`config.mk`:
```
export PLATFORM = sky130hd
export DESIGN_NAME = txsc_core
export DESIGN_NICKNAME = d
export VERILOG_FILES = /design/src/pkg/txsc_pkg.sv /design/src/pkg/txsc_alert_if.sv /design/src/core/txsc_alert.sv /design/src/core/txsc_core.sv
export VERILOG_INCLUDE_DIRS = /design/src /design/src/pkg
export SDC_FILE = /design/constraint.sdc
export NUM_CORES = 1
export LEC_CHECK = 0
export BUFFER_PORTS_ARGS = -buffer_cell sky130_fd_sc_hd__buf_2
export CORE_ASPECT_RATIO = 0.75
export CORE_UTILIZATION = 47
export CTS_BUF_LIST = sky130_fd_sc_hd__clkbuf_2 sky130_fd_sc_hd__clkbuf_4 sky130_fd_sc_hd__clkbuf_8
export DETAILED_ROUTE_END_ITERATION = 12
export PLACE_DENSITY_LB_ADDON = 0.15
export SLEW_MARGIN = 0
export SYNTH_ARGS = -nofsm -noshare
export SYNTH_HDL_FRONTEND = slang
export SYNTH_SLANG_ARGS = --single-unit
```
`constraint.sdc`:
```
create_clock -name clk -period 1.3 [get_ports clk]
set_input_delay 0.065 -clock clk [delete_from_list [all_inputs] [get_ports clk]]
set_output_delay 0.065 -clock clk [all_outputs]
set_load 0.01 [all_outputs]
```
`src/pkg/txsc_regs.svh`:
```
// field layout, masks and reset values of the transmit subaddress control word
//
// Summary of operation
// [RQ1] word applies only to valid transmit commands with subaddress 1 to 30
// [RQ2] host writes ping-pong words only while both terminal enables are set
// [RQ3] write without both enables blocks automatic acknowledge; buffer stays the same
// [RQ4] bits 8 to 11 ignore host writes; device updates them only while executing
// [RQ5] bits 0-2 and 4-7 writable only when idle; bits 3, 12, 14, 15 always
// [RQ6] master reset clears the whole word to zero
// [RQ7] software reset clears only activity, buffer select and broadcast bits
// [RQ8] any host read of the word clears the activity flag afterwards; a completion in the same cycle while executing leaves it set
// [RQ9] bit 15 with global enable alerts when the message countdown reaches zero
// [RQ10] index-zero alert posts pending entry, raises interrupt pin and logs it
// [RQ11] bit 14 with global enable alerts after every valid transmit command
// [RQ12] bit 12 forces a busy reply for this subaddress regardless of global busy
// [RQ13] busy reply sends no data words and never toggles the buffer select
// [RQ14] activity flag set when a message to this subaddress completes
// [RQ15] in ping-pong, buffer select zero picks pointer A, one picks pointer B
// [RQ16] in ping-pong, buffer select inverts after every error-free message
// [RQ17] host sets toggle suppression to hold the pointer after illegal or busy messages
// [RQ18] buffer select reads zero after master or software reset
// [RQ19] buffer select has no effect in indexed or circular modes
// [RQ20] mode priority: ping-pong, then circular two, then circular one, else indexed
// [RQ21] pause request clears the acknowledge; releasing it sets the acknowledge again
// [RQ22] ping-pong enabled but unacknowledged: same buffer every message, no toggle
`ifndef TXSC_REGS_SVH
`define TXSC_REGS_SVH

`define TXSC_RESET_VAL    16'h0000
`define TXSC_BIT_CIR1     0
`define TXSC_BIT_CIR2     1
`define TXSC_BIT_PINGPONG_ENABLE     2
`define TXSC_BIT_PAUSE    3
`define TXSC_BIT_ACK      8
`define TXSC_BIT_BROADCAST_RECEIVED_FLAG    9
`define TXSC_BIT_BUFSEL   10
`define TXSC_BIT_ACT      11
`define TXSC_BIT_BUSY     12
`define TXSC_BIT_ACCESS   14
`define TXSC_BIT_IXZERO   15
`define TXSC_WR_ANYTIME   16'hd008
`define TXSC_WR_IDLE      16'h00f7
`define TXSC_SR_CLEAR     16'h0e00
`define TXSC_SA_MIN       5'h01
`define TXSC_SA_MAX       5'h1e

`endif

```
`src/pkg/txsc_pkg.sv`:
```
// types shared by the transmit subaddress control word logic
package txsc_pkg;

    // buffer modes of one subaddress
    typedef enum logic [1:0] {
        TXSC_MODE_INDEXED  = 2'b00,
        TXSC_MODE_CIRC1    = 2'b01,
        TXSC_MODE_CIRC2    = 2'b10,
        TXSC_MODE_PINGPONG = 2'b11
    } txsc_mode_e;

    // whole state of the control word core
    typedef struct packed {
        logic [15:0] word;
        logic [15:0] rdata;
        logic        armed;
        logic        in_msg;
        logic        busy;
        logic        data_en;
        logic        use_b;
        logic        pin_meta;
        logic        pin_sync;
    } txsc_core_s;

    // whole state of the alert unit
    typedef struct packed {
        logic       pend_ixz;
        logic       pend_acc;
        logic       int_lvl;
        logic       log_push;
        logic [1:0] log_code;
    } txsc_alert_s;

    // priority decode of the three mode enables, low bits of the word
    function automatic txsc_mode_e txsc_decode_mode(input logic [2:0] en);
        if (en[2]) begin
            return TXSC_MODE_PINGPONG;
        end else if (en[1]) begin
            return TXSC_MODE_CIRC2;
        end else if (en[0]) begin
            return TXSC_MODE_CIRC1;
        end
        return TXSC_MODE_INDEXED;
    endfunction : txsc_decode_mode

endpackage : txsc_pkg

```
`src/pkg/txsc_alert_if.sv`:
```
// completion events passed from the control word core to its alert unit
`timescale 1ns/10ps
interface txsc_alert_if;
    logic ixz_ev;
    logic acc_ev;

    modport core  (output ixz_ev, output acc_ev);
    modport alert (input ixz_ev, input acc_ev);
endinterface : txsc_alert_if

```
`src/core/txsc_alert.sv`:
```
// alert unit: pending flags, interrupt level and log push for the subaddress
`timescale 1ns/10ps
module txsc_alert
    import txsc_pkg::*;
(
    input  wire logic   clk,
    input  wire logic   rst,
    input  wire logic   ce,
    txsc_alert_if.alert ev,
    input  wire logic   alert_ack,
    output logic        pend_index_zero,
    output logic        pend_access,
    output logic        interrupt_out,
    output logic        log_push,
    output logic [1:0]  log_code
);

    txsc_alert_s s_q;
    txsc_alert_s s_d;

    // -------------------------------------------------------------
    // next state
    // -------------------------------------------------------------
    // ack clears first so a same-cycle event still lands
    always_comb begin
        s_d          = s_q;
        s_d.log_push = 1'b0;
        if (alert_ack) begin
            s_d.pend_ixz = 1'b0;
            s_d.pend_acc = 1'b0;
            s_d.int_lvl  = 1'b0;
        end
        if (ev.ixz_ev) begin
            s_d.pend_ixz = 1'b1;                 // [RQ10]
            s_d.int_lvl  = 1'b1;
        end
        if (ev.acc_ev) begin
            s_d.pend_acc = 1'b1;                 // [RQ11]
            s_d.int_lvl  = 1'b1;
        end
        if (ev.ixz_ev || ev.acc_ev) begin
            s_d.log_push = 1'b1;                 // [RQ10] [RQ11]
            s_d.log_code = {ev.ixz_ev, ev.acc_ev};
        end
    end

    // -------------------------------------------------------------
    // state register
    // -------------------------------------------------------------
    always_ff @(posedge clk or posedge rst) begin
        if (rst) begin
            s_q <= '0;
        end else if (ce) begin
            s_q <= s_d;
        end
    end

    assign pend_index_zero = s_q.pend_ixz;
    assign pend_access     = s_q.pend_acc;
    assign interrupt_out   = s_q.int_lvl;
    assign log_push        = s_q.log_push;
    assign log_code        = s_q.log_code;

endmodule : txsc_alert

```
`src/core/txsc_core.sv`:
```
// control word of one transmit subaddress: host access, device updates, buffer select
`timescale 1ns/10ps
`include "txsc_regs.svh"
module txsc_core
    import txsc_pkg::*;
#(
    parameter logic [4:0] SUBADDR = 5'h01
) (
    input  wire logic        clk,
    input  wire logic        rst,
    input  wire logic        ce,
    input  wire logic        software_reset,
    input  wire logic        host_wr,
    input  wire logic        host_rd,
    input  wire logic [15:0] host_wdata,
    output logic      [15:0] host_rdata,
    input  wire logic        terminal_enable_pin,
    input  wire logic        terminal_enable,
    input  wire logic        terminal_execute,
    input  wire logic        pointer_toggle_suppress,
    input  wire logic        global_busy,
    input  wire logic        index_zero_alert_global,
    input  wire logic        access_alert_global,
    input  wire logic        cmd_start,
    input  wire logic        cmd_tr,
    input  wire logic [4:0]  cmd_sa,
    input  wire logic        cmd_broadcast_received_flag,
    input  wire logic        msg_done,
    input  wire logic        msg_error,
    input  wire logic        msg_illegal,
    input  wire logic        count_reached_zero,
    input  wire logic        alert_ack,
    output logic             busy_reply,
    output logic             transmit_data_enable,
    output logic             use_pointer_b,
    output logic [1:0]       buffer_mode,
    output logic             pingpong_acknowledge,
    output logic             interrupt_out,
    output logic             pend_index_zero,
    output logic             pend_access,
    output logic             log_push,
    output logic [1:0]       log_code
);

    // -------------------------------------------------------------
    // elaboration check
    // -------------------------------------------------------------
    if (SUBADDR < `TXSC_SA_MIN || SUBADDR > `TXSC_SA_MAX) begin : g_bad_sa
        $error("transmit subaddress out of range");
    end

    txsc_core_s   s_q;
    txsc_core_s   s_d;
    txsc_mode_e   mode;
    logic         sa_ok;
    logic         applies;
    logic         done_ok;
    logic         toggle;
    logic [15:0]  wmask;
    txsc_alert_if aif ();

    // -------------------------------------------------------------
    // command qualification and decode
    // -------------------------------------------------------------
    // only transmit commands inside 1..30 aimed at this subaddress
    assign sa_ok   = cmd_sa >= `TXSC_SA_MIN && cmd_sa <= `TXSC_SA_MAX;       // [RQ1]
    assign applies = cmd_start && cmd_tr && sa_ok && cmd_sa == SUBADDR;      // [RQ1]
    assign mode    = txsc_decode_mode(s_q.word[2:0]);                         // [RQ20]
    assign done_ok = msg_done && s_q.in_msg;

    // writable bits depend on whether the terminal is executing
    assign wmask = terminal_execute ? `TXSC_WR_ANYTIME
                                    : (`TXSC_WR_ANYTIME | `TXSC_WR_IDLE);    // [RQ4] [RQ5]

    // pointer flips only on a clean ping-pong message that sent data
    assign toggle = done_ok && terminal_execute && mode == TXSC_MODE_PINGPONG
                    && s_q.word[`TXSC_BIT_ACK]                               // [RQ22]
                    && !msg_error                                            // [RQ16]
                    && !s_q.busy                                             // [RQ13]
                    && !(msg_illegal && pointer_toggle_suppress);            // [RQ17]

    // completion events for the alert unit
    assign aif.acc_ev = done_ok && s_q.word[`TXSC_BIT_ACCESS]
                        && access_alert_global;                               // [RQ11]
    assign aif.ixz_ev = done_ok && s_q.word[`TXSC_BIT_IXZERO]
                        && index_zero_alert_global && count_reached_zero;     // [RQ9]

    // -------------------------------------------------------------
    // next state
    // -------------------------------------------------------------
    always_comb begin
        s_d          = s_q;
        s_d.pin_meta = terminal_enable_pin;
        s_d.pin_sync = s_q.pin_meta;

        // host write through the mask; device bits never reach it
        if (host_wr) begin
            s_d.word = (s_q.word & ~wmask) | (host_wdata & wmask);           // [RQ4] [RQ5]
            if (wmask[`TXSC_BIT_PINGPONG_ENABLE]) begin
                s_d.armed = s_q.pin_sync && terminal_enable;                  // [RQ3]
            end
        end

        // read returns the word as it stands, then clears activity
        if (host_rd) begin
            s_d.rdata               = s_q.word;
            s_d.word[`TXSC_BIT_ACT] = 1'b0;                                   // [RQ8]
        end

        // acknowledge handshake, device side, only while executing
        if (terminal_execute) begin
            if (!s_d.word[`TXSC_BIT_PINGPONG_ENABLE] || s_d.word[`TXSC_BIT_PAUSE]) begin
                s_d.word[`TXSC_BIT_ACK] = 1'b0;                               // [RQ21]
            end else if (s_q.armed) begin
                s_d.word[`TXSC_BIT_ACK] = 1'b1;                               // [RQ21] [RQ3]
            end
        end

        // command start: latch busy answer and buffer choice
        if (applies) begin
            s_d.in_msg  = 1'b1;
            s_d.busy    = s_q.word[`TXSC_BIT_BUSY] || global_busy;           // [RQ12]
            s_d.data_en = !(s_q.word[`TXSC_BIT_BUSY] || global_busy);        // [RQ13]
            s_d.use_b   = mode == TXSC_MODE_PINGPONG
                          && s_q.word[`TXSC_BIT_BUFSEL];                      // [RQ15] [RQ19]
            if (cmd_broadcast_received_flag && terminal_execute) begin
                s_d.word[`TXSC_BIT_BROADCAST_RECEIVED_FLAG] = 1'b1;
            end
        end

        // completion: activity set wins over a same-cycle read clear
        if (done_ok) begin
            s_d.in_msg  = 1'b0;
            s_d.busy    = 1'b0;
            s_d.data_en = 1'b0;
            if (terminal_execute) begin
                s_d.word[`TXSC_BIT_ACT] = 1'b1;                               // [RQ14]
            end
            if (toggle) begin
                s_d.word[`TXSC_BIT_BUFSEL] = !s_q.word[`TXSC_BIT_BUFSEL];   // [RQ16]
            end
        end

        // software reset clears three status bits and the message state
        if (software_reset) begin
            s_d.word   = s_d.word & ~`TXSC_SR_CLEAR;                          // [RQ7] [RQ18]
            s_d.in_msg = 1'b0;
            s_d.busy   = 1'b0;
            s_d.data_en = 1'b0;
            s_d.use_b  = 1'b0;
        end

        // bit 13 is not used and always reads zero
        s_d.word[13] = 1'b0;
    end

    // -------------------------------------------------------------
    // state register
    // -------------------------------------------------------------
    // master reset is the async reset: whole word goes to zero
    always_ff @(posedge clk or posedge rst) begin
        if (rst) begin
            s_q      <= '0;
            s_q.word <= `TXSC_RESET_VAL;                                      // [RQ6] [RQ18]
        end else if (ce) begin
            s_q <= s_d;
        end
    end

    // -------------------------------------------------------------
    // outputs
    // -------------------------------------------------------------
    assign host_rdata           = s_q.rdata;
    assign busy_reply           = s_q.busy;
    assign transmit_data_enable = s_q.data_en;
    assign use_pointer_b        = s_q.use_b;
    assign buffer_mode          = mode;
    assign pingpong_acknowledge = s_q.word[`TXSC_BIT_ACK];

    // -------------------------------------------------------------
    // alert unit
    // -------------------------------------------------------------
    txsc_alert u_alert (
        .clk             (clk),
        .rst             (rst),
        .ce              (ce),
        .ev              (aif.alert),
        .alert_ack       (alert_ack),
        .pend_index_zero (pend_index_zero),
        .pend_access     (pend_access),
        .interrupt_out   (interrupt_out),
        .log_push        (log_push),
        .log_code        (log_code)
    );
endmodule : txsc_core

```
==> results.toml <==
[clock_tree]
worstSkewPairLatency_ns = 0.29
cts_tree = "built"
clockBufferDepth = 2
h-tree-depth = 2
numClockSinks = 43
clkTransAtPathRegs_ns = 0.08
cts_root_buffer = "clkbuf_8"
numCtsBuffers = 5

[critical_path]
path_delay_family = "simple AND/OR/NAND/NOR gates"
rrSetupSlack_ns = 0.08
critPathRequiredTime_ns = 1.47
critPathKind = "reg2reg"
crit_arrival_ns = 1.38
r2r_start = "busy_reply"
crit_slowest_cell = "dfrtp_1"
timing.rr.end = "s_q[33]"
critPathMaxStageDelay_ns = 0.43
end_kind = "register"
critPathBufInv = 0
cp_cell_sequence = "nor3b_4, a311oi_1, or3b_1"
cp-start-kind = "register"
r2r_cells = 3
crit_path_max_fanout = 3

[finish]
syn_to_final_growth_pct = 24.25
fin_nets = 262
n_antenna_cell = 0
final_cell_mix = "62 x buf_2, 43 x dfrtp_1, 20 x mux2_2"
final_cells = 273
fin_area_mm2 = 0.002449
drive_gt1_share_pct = 47.51
layout_commonest_cell = "buf_2"
fillers = 327

[routing]
viasPerCell = 5.256
first_pass_iters = 4
drt_first_iter_violations = 33
dr_total_vias = 1435
ant_nets = 0
wire_per_inst_um = 14.62
drc = 0
wl_um = 3992

[sta]
post-route-min-period_ns = 1.216
max_freq_mhz = 822.1
period_share_pct = 93.57
setup_viol = 0
final_hold_viol_count = 0
rsz0062_at_grt = "false"
final.setup.tns_ns = 0
finalClockSkew_ns = 0.003897
drv_slew = 0
whs_ns = 0.004215

[synth]
async_reset_ff_share_pct = 100.0
syn_area_per_cell_um2 = 12.39
synth_adder_area_share_pct = 0
synth-xor-area-share_pct = 0
synth_edf_count = 0
synthesis.nets = 201
synth_cell_type_count = 37
yosys_register_bits = 43
syn_inst = 159
netlist_area_mm2 = 0.001971
ys.flop_type = "dfrtp_1"
yosysWarnings = 0
synth-simple-area-share_pct = 11.11
ys_seq_area_share_pct = 54.60
synth_compound_area_share_pct = 10.54
synth_top_family_by_area = "multiplexers"
synthMuxAreaShare_pct = 15.37

[power_and_ir_drop]
power.total_mw = 3.343
vdd_drop_max_mv = 1.005
power_density_mw_per_mm2 = 1365
p_leak_nw = 1.234

[grt]
use_met1_pct = 22.90
busiest_layer = "met2"
use_met3_pct = 6.772
grt_max_degree = 25
met2_usage_pct = 32.40
first_global_vias = 1437
antenna_found_initial = 0
overflow = 0
grt_usage_pct = 19.42
grt_first_pass_wirelength_um = 6451

[placed_design]
place_inst = 257
gp_congestion = 0.7431
dp_hpwl_um = 2871
dpl_cell_area_mm2 = 0.002243
io_buffers = 63

[die]
start_util_pct = 51.49
rows = 19
die-height_um = 58.08
die_w_um = 76.77
dieArea_mm2 = 0.004458
core_area_mm2 = 0.003827
boundaryPins = 70

[worst_hold_path]
hold_path_end = "s_q[25]"
hold_class = "in2reg"
worstHoldStart = "host_wdata[2]"
holdPathStages = 2

[status]
status = "completed"

[job]
cap_violations = 0
## cells in the mapped netlist, types with 2 or more instances
library cell	count	share of area (%)
nand4bb_1	2	1.1
a21oi_1	3	0.76
nand4_1	2	0.63
a21o_1	3	1.1
mux2_1	6	3.4
buf_4	17	6.5
o31ai_1	2	0.76
o221ai_1	3	1.3
a31oi_1	3	0.95
nor2_1	2	0.38
nand2_1	12	2.3
mux2_2	20	11
buf_2	3	0.76
dfrtp_1	43	55
inv_1	5	0.95
nand3_1	3	0.76
o21ai_0	10	2.5
## where the power goes
| group | internal, mW | switching, mW |
|---|---|---|
| Sequential | 1.53 | 0.108 |
| Clock | 0.621 | 0.438 |
| Combinational | 0.344 | 0.301 |
## logic make-up after synthesis
logic type / count (synthesis)
AND/OR/NAND/NOR: 33
flip-flops: 43
other: 1
AO/OA/AOI/OAI: 30
multiplexers: 27
buffers and inverters: 25
## timing repair
item,CTS,global route
resized for setup,1,2
hold endpoints to repair,24,0
buffers inserted,0,2
hold buffers,6,0
setup endpoints to repair,1,1
## worst max-delay path by stage
| stage | from | end | cells past startpoint |
|---|---|---|---|
| floorplan | busy_reply | s_q[33] | 3 |
| global placement | busy_reply | s_q[33] | 3 |
| detailed placement | busy_reply | s_q[33] | 3 |
| CTS | s_q[25] | buffer_mode[1] | 3 |
| global route | busy_reply | s_q[33] | 3 |
| finish | busy_reply | s_q[33] | 3 |
## area by class of cell
class / instances / area, um^2 / share of cell area, %
sequential: 43 / 1076 / 43.94
clock inverter: 2 / 35.03 / 1.431
timing repair buffer: 74 / 435.4 / 17.78
clock buffer: 6 / 82.58 / 3.373
tap: 52 / 65.06 / 2.657
inverter: 5 / 18.77 / 0.7665
multi-input combinational: 91 / 735.7 / 30.05
## metrics by stage
| step | utilization [%] | worst slack (ns) |
|---|---|---|
| floorplan | - | 0.1274 |
| global placement | 58.61 | 0.1365 |
| detailed placement | 58.61 | 0.1008 |
| CTS | 63.35 | 0.01087 |
| global route | 63.98 | 0.04428 |
| finish | 63.98 | 0.08361 |
## metal layers
metal / vias to the layer above / share of wire [%]
li1: 675 / -
met1: 689 / 43
met2: 59 / 47
met3: 12 / 7.6
met4: 0 / 2.1
met5: - / 0
Note: power is estimated with default switching activity, not from simulation.
